--- src/irc_pkg.sv ---
// constants and types for the infrared pulse codec
// Function
// zero bits become narrow low transmit pulses
// pulse width selectable 1/32, 1/16, 3/16 bit
// back to back zero pulses one bit apart
// x16 and x32 baud references feed encoder
// decoder timed by x16 reference only
// decoder has four-bit counter zero to 15
// idle pulse starts counter, output low at once
// pulses ignored while counter 0 to 7
// pulse after count 7 restarts counter
// at 15 output high, counter halts
// pulse just after terminal count is jitter
// disabled path passes pins straight through
// software keeps bus clock at least 32x baud
// serial unit always sees plain serial data
// baud clock from bus or oscillator clock
// 1/32 from x32, others from x16 reference
// enable and two-bit width select inputs
package irc_pkg;
  localparam logic [1:0] WIDTH_1_32 = 2'h0;
  localparam logic [1:0] WIDTH_1_16 = 2'h1;
  localparam logic [1:0] WIDTH_3_16 = 2'h2;
  localparam logic [3:0] CNT_LAST = 4'hF;
  localparam logic [3:0] CNT_HALF = 4'h7;
  localparam logic [3:0] PULSE_X16_1 = 4'h1;
  localparam logic [3:0] PULSE_X16_3 = 4'h3;
  localparam logic [3:0] PULSE_X32_1 = 4'h1;
  localparam logic [3:0] X16_PER_BIT = 4'hF;
  localparam int DIV_WIDTH = 16;
  localparam logic [15:0] DIV_RESET = 16'h0000;
  typedef enum logic [1:0] {
    IRC_DEC_IDLE = 2'b00,
    IRC_DEC_HOLD = 2'b01,
    IRC_DEC_OPEN = 2'b11
  } irc_dec_state_type;
endpackage
--- src/irc_baud_ref.sv ---
// baud reference divider making x32 and x16 enable pulses
`timescale 1ns/10ps
`default_nettype none
module irc_baud_ref #(
  parameter int DIV_WIDTH = irc_pkg::DIV_WIDTH
) (
  input wire logic clk_sys,
  input wire logic rst,
  input wire logic enable,
  input wire logic oscillator_clock,
  input wire logic baud_clock_source_select,
  input wire logic [DIV_WIDTH-1:0] x32_divisor,
  output logic baud_x32_reference_clock,
  output logic baud_x16_reference_clock,
  output logic bit_start
);
  import irc_pkg::*;
  // the reset value is only as wide as the package constant
  if (DIV_WIDTH < 2 || DIV_WIDTH > $bits(DIV_RESET)) begin : g_bad_width
    $error("divider width out of range");
  end
  logic [DIV_WIDTH-1:0] count, next_count;
  logic [4:0] phase, next_phase;
  logic osc_prev, next_osc_prev;
  logic tick;
  logic next_x32, next_x16, next_bit;
  // oscillator mode: one tick per sampled rising edge of oscillator
  always_comb begin
    next_osc_prev = oscillator_clock;
    tick = baud_clock_source_select ? (oscillator_clock && !osc_prev)
                                    : 1'b1;
    next_count = count;
    next_phase = phase;
    next_x32 = 1'b0;
    next_x16 = 1'b0;
    next_bit = 1'b0;
    if (!enable) begin
      next_count = '0;
      next_phase = '0;
    end else if (tick) begin
      if (count >= x32_divisor - DIV_WIDTH'(1) || x32_divisor == '0) begin
        next_count = '0;
        next_x32 = 1'b1;
        next_x16 = !phase[0];
        next_bit = (phase == 5'h00);
        next_phase = phase + 5'h01;
      end else begin
        next_count = count + DIV_WIDTH'(1);
      end
    end
  end
  always_ff @(posedge clk_sys or posedge rst) begin
    if (rst) begin
      count <= DIV_RESET[DIV_WIDTH-1:0];
      phase <= 5'h00;
      osc_prev <= 1'b0;
      baud_x32_reference_clock <= 1'b0;
      baud_x16_reference_clock <= 1'b0;
      bit_start <= 1'b0;
    end else begin
      count <= next_count;
      phase <= next_phase;
      osc_prev <= next_osc_prev;
      baud_x32_reference_clock <= next_x32;
      baud_x16_reference_clock <= next_x16;
      bit_start <= next_bit;
    end
  end
endmodule
`default_nettype wire

--- src/irc_codec.sv ---
// infrared pulse encoder and decoder between serial unit and pins
`timescale 1ns/10ps
`default_nettype none
module irc_codec #(
  parameter int DIV_WIDTH = irc_pkg::DIV_WIDTH
) (
  input wire logic clk_sys,
  input wire logic rst,
  input wire logic infrared_enable,
  input wire logic [1:0] pulse_width_select,
  input wire logic baud_clock_source_select,
  input wire logic oscillator_clock,
  input wire logic [DIV_WIDTH-1:0] x32_divisor,
  input wire logic serial_transmit_data,
  input wire logic ir_receive_pin,
  output logic ir_transmit_pin_out,
  output logic ir_transmit_pin_oe,
  output logic decoded_receive_output,
  output logic bit_start
);
  import irc_pkg::*;
  // the divider reset value is only as wide as the package constant
  if (DIV_WIDTH < 2 || DIV_WIDTH > $bits(DIV_RESET)) begin : g_bad_div
    $error("divider width out of range");
  end
  // a zero length would end the pulse on its first tick, like a length of one
  if (PULSE_X16_1 == 4'h0 || PULSE_X16_3 == 4'h0) begin : g_bad_len
    $error("zero pulse length");
  end

  // shared four-bit counter step, wraps like the hardware
  function automatic logic [3:0] step_count(input logic [3:0] value);
    return value + 4'h1;
  endfunction
  logic x32, x16, bit_tick;
  irc_baud_ref #(.DIV_WIDTH(DIV_WIDTH)) u_ref (
    .clk_sys(clk_sys),
    .rst(rst),
    .enable(infrared_enable),
    .oscillator_clock(oscillator_clock),
    .baud_clock_source_select(baud_clock_source_select),
    .x32_divisor(x32_divisor),
    .baud_x32_reference_clock(x32),
    .baud_x16_reference_clock(x16),
    .bit_start(bit_tick)
  );

  // encoder: pulse counter runs on x32 for 1/32, else on x16
  logic [3:0] pulse_cnt, next_pulse_cnt;
  logic pulse_on, next_pulse_on;
  logic next_tx_out, next_tx_oe;
  logic enc_tick;
  logic [3:0] pulse_len;
  always_comb begin
    enc_tick = (pulse_width_select == WIDTH_1_32) ? x32 : x16;
    case (pulse_width_select)
      WIDTH_1_32: pulse_len = PULSE_X32_1;
      WIDTH_3_16: pulse_len = PULSE_X16_3;
      // spare code 3 gives the 1/16 width
      default: pulse_len = PULSE_X16_1;
    endcase
    next_pulse_cnt = pulse_cnt;
    next_pulse_on = pulse_on;
    // each zero bit opens its pulse on its bit boundary, so pulses of
    // consecutive zeros sit exactly one bit period apart
    if (bit_tick && !serial_transmit_data) begin
      next_pulse_on = 1'b1;
      next_pulse_cnt = '0;
    end else if (pulse_on && enc_tick) begin
      next_pulse_cnt = step_count(pulse_cnt);
      if (next_pulse_cnt >= pulse_len) next_pulse_on = 1'b0;
    end
    if (!infrared_enable) begin
      next_pulse_on = 1'b0;
      next_tx_out = serial_transmit_data;
      next_tx_oe = 1'b1;
    end else begin
      // open drain: drive only the low pulse, pullup gives the high
      next_tx_out = 1'b0;
      next_tx_oe = next_pulse_on;
    end
  end

  // decoder, timed only by the x16 reference
  irc_dec_state_type state, next_state;
  logic [3:0] dec_cnt, next_dec_cnt;
  logic rx_prev, next_rx_prev;
  logic next_dec_out;
  logic fall;
  // high from the end of a count until the next x16 tick
  logic settle, next_settle;
  always_comb begin
    next_rx_prev = ir_receive_pin;
    fall = rx_prev && !ir_receive_pin;
    next_state = state;
    next_dec_cnt = dec_cnt;
    next_settle = settle;
    case (state)
      IRC_DEC_IDLE: begin
        // a fall before the first x16 tick after the count ended is
        // jitter; a fall on that tick is already the next zero bit
        if (fall && !(settle && !x16)) begin
          next_state = IRC_DEC_HOLD;
          next_dec_cnt = '0;
        end
        if (x16) next_settle = 1'b0;
      end
      IRC_DEC_HOLD: begin
        if (x16) next_dec_cnt = step_count(dec_cnt);
        if (x16 && dec_cnt == CNT_HALF) next_state = IRC_DEC_OPEN;
      end
      IRC_DEC_OPEN: begin
        if (fall) begin
          next_state = IRC_DEC_HOLD;
          next_dec_cnt = '0;
        end else if (x16) begin
          next_dec_cnt = step_count(dec_cnt);
          if (next_dec_cnt == CNT_LAST) begin
            next_state = IRC_DEC_IDLE;
            next_settle = 1'b1;
          end
        end
      end
      default: next_state = IRC_DEC_IDLE;
    endcase
    // serial unit sees plain levels either way
    next_dec_out = infrared_enable ? (next_state == IRC_DEC_IDLE)
                                   : ir_receive_pin;
    if (!infrared_enable) begin
      next_state = IRC_DEC_IDLE;
      next_settle = 1'b0;
      next_dec_cnt = '0;
    end
  end

  always_ff @(posedge clk_sys or posedge rst) begin
    if (rst) begin
      pulse_cnt <= 4'h0;
      pulse_on <= 1'b0;
      ir_transmit_pin_out <= 1'b1;
      ir_transmit_pin_oe <= 1'b1;
      state <= IRC_DEC_IDLE;
      dec_cnt <= 4'h0;
      rx_prev <= 1'b1;
      settle <= 1'b0;
      decoded_receive_output <= 1'b1;
      bit_start <= 1'b0;
    end else begin
      pulse_cnt <= next_pulse_cnt;
      pulse_on <= next_pulse_on;
      ir_transmit_pin_out <= next_tx_out;
      ir_transmit_pin_oe <= next_tx_oe;
      state <= next_state;
      dec_cnt <= next_dec_cnt;
      rx_prev <= next_rx_prev;
      settle <= next_settle;
      decoded_receive_output <= next_dec_out;
      bit_start <= bit_tick;
    end
  end
endmodule
`default_nettype wire

--- config.mk ---
export PLATFORM = sky130hd
export DESIGN_NAME = irc_codec
export DESIGN_NICKNAME = d
export VERILOG_FILES = /design/src/irc_pkg.sv /design/src/irc_baud_ref.sv /design/src/irc_codec.sv
export SDC_FILE = /design/constraint.sdc
export NUM_CORES = 1
export LEC_CHECK = 0
export BUFFER_PORTS_ARGS = -buffer_cell sky130_fd_sc_hd__buf_2
export CORE_MARGIN = 3
export CORE_UTILIZATION = 59
export CTS_CLUSTER_DIAMETER = 50
export DETAILED_ROUTE_END_ITERATION = 12
export PLACE_DENSITY_LB_ADDON = 0.25
export SETUP_SLACK_MARGIN = 0.3
export SLEW_MARGIN = 10
export SYNTH_ARGS = -nofsm -noshare
export SYNTH_HDL_FRONTEND = slang
export SYNTH_SLANG_ARGS = --single-unit
--- constraint.sdc ---
create_clock -name clk_sys -period 2.3 [get_ports clk_sys]
set_input_delay 0.46 -clock clk_sys [delete_from_list [all_inputs] [get_ports clk_sys]]
set_output_delay 0.46 -clock clk_sys [all_outputs]
set_load 0.05 [all_outputs]
**After elaboration in Yosys (flattened, before gate mapping)**

Cells that the tools add are included.

- Magnitude comparators: 2
- Equality and inequality tests: 14
- Bitwise gates (word level): 0
- Divide/modulo/power cells: 0
- Shift operators: 0
- $add $sub $neg: 5
- Mux-type cells: 45
- Reductions and logical operators: 23
- $mul: 0

Operator list:

| cell | number |
|---|---|
| two-way mux 16 bit | 3 |
| two-way mux 4 bit | 6 |
| two-way mux 1 bit | 23 |
| adder 16 x 1 -> 16 bit (second input constant) | 1 |
| greater-or-equal comparator 16 bit | 1 |
| logical NOT 16 bit | 1 |
| subtractor 16 x 1 -> 16 bit (second input constant) | 1 |
| two-way mux 5 bit | 3 |
| two-way mux 2 bit | 7 |
| case mux 4 bit (3 select lines) | 1 |
| != test 3 bit (second input constant) | 3 |
| adder 4 x 1 -> 4 bit (second input constant) | 2 |
| logical AND 1 bit | 7 |
| logical NOT 1 bit | 6 |
| logical NOT 2 bit | 3 |
| != test 3 x 2 -> 1 bit (second input constant) | 2 |
| case mux 2 bit (3 select lines) | 1 |
| adder 5 x 1 -> 5 bit (second input constant) | 1 |
| logical NOT 5 bit | 1 |
| AND reduction 5 bit | 1 |
| == test 2 bit (second input constant) | 2 |
| == test 4 x 3 -> 1 bit (second input constant) | 1 |
| == test 4 bit (second input constant) | 1 |
| greater-or-equal comparator 4 bit | 1 |
| other kinds (8) | 10 |

- Input bits: 25
- Memories: 0
- Output and inout port bits: 4
- RAM bits: 0
- Register bits: 42
- Memory bits (read-only): 0
- Bits in latches: 0

**Longest topological paths before layout**

Gate-level depths: netlist of the first run.

- Depth in word-level cells: 8
- Gate-level depth with buffers: 15
- Mapped depth without buffers: 14

**Cells and area by module**

Synthesis of the first run repeated with hierarchy kept, for this count alone.

- Cell total of the unflattened synthesis: 342
- Area, all modules: 3066.7 sq um

Modules (own cells, without submodules):

| module | instances | area an instance (sq um) | sequential area each (sq um) | cells an instance |
|---|---|---|---|---|
| irc_baud_ref | 1 | 2099.5 | 625.6 | 242 |
| irc_codec | 1 | 967.2 | 430.4 | 100 |

**Worst setup path after synthesis of the first run**

No wires, ideal clock.

- Path type: input to register
- From: in x32_divisor[0]
- To: reg u_ref.count[3]
- Data required time: 2.229 ns
- Buffers on the path: 1
- Setup slack: -1.321 ns
- Data arrival time: 3.550 ns
- Stages on the path: 15
- Path through: inv_1 > ha_1 > or4b_4 > nor3_4 > nand2_1 > or4_1 > xor2_1 > ha_1 > o21ai_0 > nor2_1 > a311o_2 > a211oi_2 > o21ai_1 > buf_2 > nor2_1

- Cells in the longest elaborated chain, start to end: 6

Ends and longest elaborated chain:

| item | RTL line | text |
|---|---|---|
| from (decl) | irc_codec.sv:13 | `input wire logic [DIV_WIDTH-1:0] x32_divisor,` |
| subtractor 16 x 1 -> 16 bit | irc_baud_ref.sv:41 | `if (count >= x32_divisor - DIV_WIDTH'(1) \|\| x32_divisor == '0) begin` |
| greater-or-equal comparator 16 bit | irc_baud_ref.sv:41 |  |
| logical OR 1 bit * | irc_baud_ref.sv:41 |  |
| two-way mux 16 bit * | irc_baud_ref.sv:41 |  |
| two-way mux 16 bit * | irc_baud_ref.sv:40 | `end else if (tick) begin` |
| two-way mux 16 bit * | irc_baud_ref.sv:37 | `if (!enable) begin` |
| to (signal assigned) | irc_baud_ref.sv:54 | `count <= DIV_RESET[DIV_WIDTH-1:0];` |
| to (signal assigned) | irc_baud_ref.sv:61 | `count <= next_count;` |
| to (decl) | irc_baud_ref.sv:22 | `logic [DIV_WIDTH-1:0] count, next_count;` |

Every way passes the cells marked *; elsewhere a longest branch is shown, timed or not. The select of a mux whose other input is x is not followed.
A chain may end at the register's enable or synchronous reset.

**Final worst setup path of the first run**

- From: in x32_divisor[0]
- To: reg u_ref.phase[2]

- Cells in the longest elaborated chain, start to end: 5

Ends and longest elaborated chain:

| item | RTL line | text |
|---|---|---|
| subtractor 16 x 1 -> 16 bit | irc_baud_ref.sv:41 |  |
| greater-or-equal comparator 16 bit | irc_baud_ref.sv:41 |  |
| logical OR 1 bit * | irc_baud_ref.sv:41 |  |
| != test 2 x 1 -> 1 bit (no source line) * | -- |  |
| AND reduction 2 bit (no source line) * | -- |  |
| to (signal assigned) | irc_baud_ref.sv:62 | `phase <= next_phase;` |
| to (decl) | irc_baud_ref.sv:23 | `logic [4:0] phase, next_phase;` |

Every way passes the cells marked *; elsewhere a longest branch is shown, timed or not.

==> results of run 1 <==
[through the flow]
| stage | instance area [um2] | setup WS [ns] | total power (W) |
|---|---|---|---|
| final | 3542 | -1.083 | 0.001492 |
| after global routing | 3542 | -1.189 | 0.001560 |
| after CTS | 3426 | -1.061 | 0.001484 |
| after detailed placement | 3228 | -1.454 | 0.001005 |
| after global placement | 3228 | -1.390 | 0.0009975 |
| after floorplan | 2798 | -1.137 | 0.0009099 |
[where the power goes]
group | internal (W) | total, W | switching, W
registers | 0.000754 | 0.000764 | 0.00000992
logic | 0.000114 | 0.000260 | 0.000147
clock network | 0.000211 | 0.000468 | 0.000257
[registers in the layout (all words and copies together) (netlist names)]
| signal | count |
|---|---|
| u_ref.phase | 5 |
| bit_start | 1 |
| decoded_receive_output | 1 |
| u_ref.count | 16 |
| settle | 1 |
| state | 2 |
| dec_cnt | 4 |
| pulse_cnt | 4 |
| u_ref.bit_start | 1 |
| ir_transmit_pin_out | 1 |
| u_ref.osc_prev | 1 |
| u_ref.baud_x16_reference_clock | 1 |
| u_ref.baud_x32_reference_clock | 1 |
| pulse_on | 1 |
| ir_transmit_pin_oe | 1 |
| rx_prev | 1 |
[synthesized netlist by cell type (4+ instances only)]
master    number  area share (%)
and3_1         5             1.1
xor2_1        22             7.0
inv_1         11             1.5
dfstp_2        4             3.8
nand4_1        9             2.1
o21ai_0        6             1.1
a211oi_1       4             1.1
a21oi_1       14             2.6
nand2_1       29             4.0
nand3_1        8             1.5
nor2b_1        7             1.6
nand2b_1       4            0.91
dfrtp_1       38              35
and2_1         5             1.1
nor2_1        36             4.9
nor3_1         4            0.73
ha_1          27              12
xnor2_1       13             4.2
[worst min path at each step]
stage / startpoint / endpoint / slack (ns) / cells past startpoint
after global placement: u_ref.bit_start / bit_start / 0.35 / 0
after CTS: oscillator_clock / u_ref.osc_prev / 0.28 / 1
after floorplan: u_ref.bit_start / bit_start / 0.35 / 0
after global routing: ir_receive_pin / rx_prev / 0.28 / 1
final: rst / u_ref.count[12] / 0.27 / 3
after detailed placement: u_ref.bit_start / bit_start / 0.36 / 0
[cell type report]
cell class / count / area (um2)
Multi-Input combinational cell: 235 / 1785
Sequential cell: 42 / 1056
Fill cell: 275 / 872.1
Timing Repair Buffer: 70 / 496.7
Clock buffer: 6 / 72.57
Tap cell: 52 / 65.06
Inverter: 11 / 56.30
Clock inverter: 2 / 10.01
[per-layer routing]
metal,up-vias,routed length (um),track usage (%)
li1,1173,-,-
met1,1150,2834,31.82
met2,41,3115,39.57
met3,7,182,4.730
met4,0,74,7.847
met5,-,0,0
[cells by family (layout without fill, tap and decap cells)]
kind of cell	count (synthesis)	count (layout)	synth area share, %
and+or+nand+nor	125	125	23.47
AOI/OAI and AO/OA	46	46	11.10
DFF	42	42	38.54
xor gates and xnor gates	35	35	11.19
adders and majority gates	27	27	12.33
buffers and inverters	17	89	2.648
muxes	2	2	0.7306
[what timing repair did]
action | 4_1_cts | 5_1_grt
gates resized for setup | 24 | 25
endpoints found under the setup margin | 24 | 25
hold buffers | 0 | 0
buffers inserted | 3 | 2
pin swaps | 15 | 6
cloned | 2 | 0
[worst min-delay path: stages]
cell,delay (ns)
buf_2,0.09
inv_1,0.04
buf_4,0.44
==> results.toml, run 1 <==
[run_status]
outcome = "finished, violations left"
violations = "setup timing"

[synthesis]
syn_area_mm2 = 0.002740
async_reset_ff_share_pct = 100.0
synth_edf_count = 0
seq_area_frac_synth_pct = 38.54
synth_cells = 294
synth_warnings = 0
ys_types = 47
syn_nets = 346
ys_seq_elements = 42
synthFlopType = "dfrtp_1"
synth_area_per_cell_um2 = 9.320

[floorplanning]
start_util_pct = 62.07
core_region_area_mm2 = 0.004414
dieArea_mm2 = 0.005498
rows = 24
ios = 29
dieHeight_um = 74.15
chipWidth_um = 74.15

[finish]
fin_cells = 418
mostFrequentLayoutCells = "dfrtp_1 (38), buf_4 (36), nand2_1 (29), buf_2 (27), ha_1 (25)"
num_antenna_cells = 0
area_growth_pct = 29.27
fin_util_pct = 80.24
nets = 417
final_layout_size_suffix_gt1_share_pct = 31.15
final_common_cell = "dfrtp_1"

[detailed_routing]
wl_per_cell_um = 14.85
drc = 0
first_pass_iters = 4
via_per_inst = 5.672
vias = 2371
drtIter0Drc = 119
ant_nets = 0
totalWireLength_mm = 6.206

[worst_setup_path]
crit_arrival_ns = 3.61
crit-reg2reg-capture = "u_ref.phase[2]"
crit_cells = 16
startpoint_type = "input port"
timing.rr.start = "u_ref.count[4]"
worst_r2r_path_depth = 9
cp_slowest_stage_delay_ns = 0.48
cp_max_fo = 5
crit_required_ns = 2.53
reg2reg_slack_ns = 0.08
critPathSlowestCell = "or4b_4"
path_cells = "buf_12 > inv_12 > ha_4 > or4b_4 > nor3_4 > nand2_1 > or4_4 > xor2_1 > ha_2 > nand4_1 > a211oi_2 > a211oi_4 > buf_6 > buf_6 > or3_4 > a21oi_2"
worstSetupPathType = "in -> reg"
critPathLaunch = "x32_divisor[0]"
cp-end-kind = "flip-flop"
crit_top_cell = "buf_6"
endpoint = "u_ref.phase[2]"
critPathTopFamily = "simple AND/OR/NAND/NOR gates"
critPathBufInv = 4

[clock_network]
cts.sinks = 42
cts_buffers = 5
clkLatencyLatePin_ns = 0.31
h-tree-depth = 2
cts-root-buf = "clkbuf_8"
cts_tree = "done"
clockBufferDepth = 2
path_clk_slew_ns = 0.09

[placement]
dpl.hpwl_mm = 4.354
io_buffers = 28
globalplace.congestion = 0.8448
place_inst = 403

[job]
maxCapViolCount = 0

[sta]
relSlewSlack_pct = 64.71
fmax_ghz = 0.2956
period_minus_slack_ns = 3.383
worst_slew_pin_slew_ns = 0.5293
rsz0062_at_grt = "true"
setup_slack_ns = -1.083
fin_crit_sh_pct = 147.1
hold_ws_ns = 0.2726
hold_violations = 0
clock_skew_ns = 0.01475
setup_viol = 24
slew_violations = 0
setup-tns-final_ns = -24.90

[power]
ir_drop_mv = 0.3954
powerDensity_mw_per_mm2 = 421.2
leakagePower_nw = 1.591

[global_routing]
grt_pass1_wl_mm = 10.15
grt_max_degree = 43
grt_pass1_vias = 2255
grt_use_total_pct = 24.02
antenna_found_initial = 0
grt-ovfl-total = 0

[hold_path]
hp-class = "in -> async"
Power figures use the tool's default switching activity.
==> inputs of run 2 (changes only) <==
Settings changed: RECOVER_POWER set to 25.
==> run 2 against run 1 <==
The run still ends with setup timing left; cell count unchanged; combinational power about the same; routed wire length up 0.29%; via count up 1.1%; largest power group unchanged.
==> results.toml, run 2 (synthesized netlist as in run 1, its figures left out) <==
[sta]
period_minus_slack_ns = 3.379
worst_slew_pin_slew_ns = 1.018
relSlewSlack_pct = 32.14
setup_viol = 24
hold_violations = 0
slew_violations = 0
fin_crit_sh_pct = 146.9
setup-tns-final_ns = -24.87
clock_skew_ns = 0.01352
rsz0062_at_grt = "true"
fmax_ghz = 0.2960
setup_slack_ns = -1.079

[detailed_routing]
ant_nets = 0
first_pass_iters = 4
wl_per_cell_um = 14.89
drc = 0
drtIter0Drc = 150
via_per_inst = 5.732
vias = 2396
totalWireLength_mm = 6.224

[clock_network]
cts-root-buf = "clkbuf_8"
h-tree-depth = 2
clockBufferDepth = 2
cts.sinks = 42
clkLatencyLatePin_ns = 0.31
cts_buffers = 5
hold_buffers = 0
cts_tree = "done"
path_clk_slew_ns = 0.07

[global_routing]
grt.busiest_layer = "met2"
grt_pass1_wl_mm = 10.15
grt.met1_usage_pct = 31.82
grt_use_total_pct = 24.02
grt_pass1_vias = 2255
use_met2_pct = 39.57
met3_usage_pct = 4.730
grt_max_degree = 43
grt-ovfl-total = 0
antenna_found_initial = 0

[power]
powerDensity_mw_per_mm2 = 421.9
power_frac_clock_pct = 31.4
p_comb_share_pct = 17.3
ir_drop_mv = 0.3964
switchingPower_w = 0.0004142
leakagePower_nw = 1.581
p_seq_share_pct = 51.3
p_sw_share_pct = 27.79
p_int_w = 0.001076

[worst_setup_path]
critPathSlowestCell = "or4b_4"
cp_slowest_stage_delay_ns = 0.48
critPathTopFamily = "simple AND/OR/NAND/NOR gates"
worstSetupPathType = "in -> reg"
crit_arrival_ns = 3.61
startpoint_type = "input port"
cp-end-kind = "flip-flop"
crit_required_ns = 2.53
critPathBufInv = 4
path_cells = "buf_12 > inv_12 > ha_4 > or4b_4 > nor3_4 > nand2_1 > or4_4 > xor2_1 > ha_2 > nand4_1 > a211oi_2 > a211oi_4 > buf_6 > buf_6 > or3_4 > a21oi_2"
cp_max_fo = 5
crit_top_cell = "buf_6"

[finish]
top_regs = "u_ref.count x16, u_ref.phase x5"
top_register = "u_ref.count"
fin_cells = 418
nets = 417
final_common_cell = "dfrtp_1"
final_layout_size_suffix_gt1_share_pct = 30.33
largest_reg_flops = 16
area_growth_pct = 28.95
mostFrequentLayoutCells = "dfrtp_1 (38), buf_4 (34), nand2_1 (29), ha_1 (25), buf_2 (25)"
num_antenna_cells = 0

[floorplanning]
start_util_pct = 62.07
chipWidth_um = 74.15
dieHeight_um = 74.15
core_region_area_mm2 = 0.004414
rows = 24
ios = 29
dieArea_mm2 = 0.005498

[run_status]
violations = "setup timing"
outcome = "finished, violations left"

[hold_path]
hp-class = "in -> reg"

[placement]
place_inst = 403
io_buffers = 28
dpl.hpwl_mm = 4.354
place_ws_ns = -1.454
globalplace.congestion = 0.8448

[job]
maxCapViolCount = 0
==> run 2: layer usage <==
metal,wire length [um],vias up
met5,0,-
met2,3136,43
met1,2811,1170
li1,-,1174
met3,190,9
met4,85,0
==> run 2: worst register-to-register path, cell delays in order, from the launching register on <==
cell and delay, ns:
dfrtp_1 0.43, ha_1 0.30, o21a_1 0.12, o211ai_1 0.11, a211oi_2 0.32, a211oi_4 0.11
buf_6 0.16, buf_6 0.13, or3_4 0.32, a21oi_2 0.13
==> run 2: stage by stage <==
stage          area (um2)  util (%)  total power, W  hold slack (ns)
5_1_grt              3533     80.05        0.001559           0.2874
4_1_cts              3426     77.61        0.001484           0.2783
6_report             3533     80.05        0.001491           0.2851
3_5_place_dp         3228     73.13        0.001005           0.3626
2_1_floorplan        2798         -       0.0009099           0.3465
3_3_place_gp         3228     73.13       0.0009975           0.3514
==> run 2: final timing paths <==
check                      cells past startpoint  slack, ns             from              end
max                                           16      -1.08   x32_divisor[0]   u_ref.phase[2]
min                                            1       0.29   ir_receive_pin          rx_prev
max reg2reg                                    9       0.09   u_ref.count[4]   u_ref.phase[2]
min reg2reg                                    0       0.36  u_ref.bit_start        bit_start
max in group asynchronous                      3       1.20              rst       dec_cnt[3]
min in group asynchronous                      3       0.45              rst  u_ref.count[12]
==> run 2: what timing repair did <==
| action | in CTS | in global routing |
|---|---|---|
| buffers inserted | 3 | 2 |
| endpoints found under the setup margin | 24 | 25 |
| resized for setup | 24 | 25 |
| pin swaps | 15 | 6 |
| cloned | 2 | 0 |
==> run 2: area by class of cell <==
type | instances | area, um2
multi-input combinational | 235 | 1785
sequential | 42 | 1056
fill | 280 | 880.8
timing repair buffer | 70 | 488.0
clock buffer | 6 | 72.57
tap | 52 | 65.06
inverter | 11 | 56.30
clock inverter | 2 | 10.01
==> run 2: power by group through the flow <==
stage	Combinational (W)	Clock, W	Sequential, W
after CTS	0.000247	0.000474	0.000764
after detailed placement	0.000227	0	0.000778
after global routing	0.000283	0.000509	0.000767
after floorplan	0.000118	0	0.000792
final	0.000258	0.000468	0.000764
after global placement	0.000220	0	0.000778
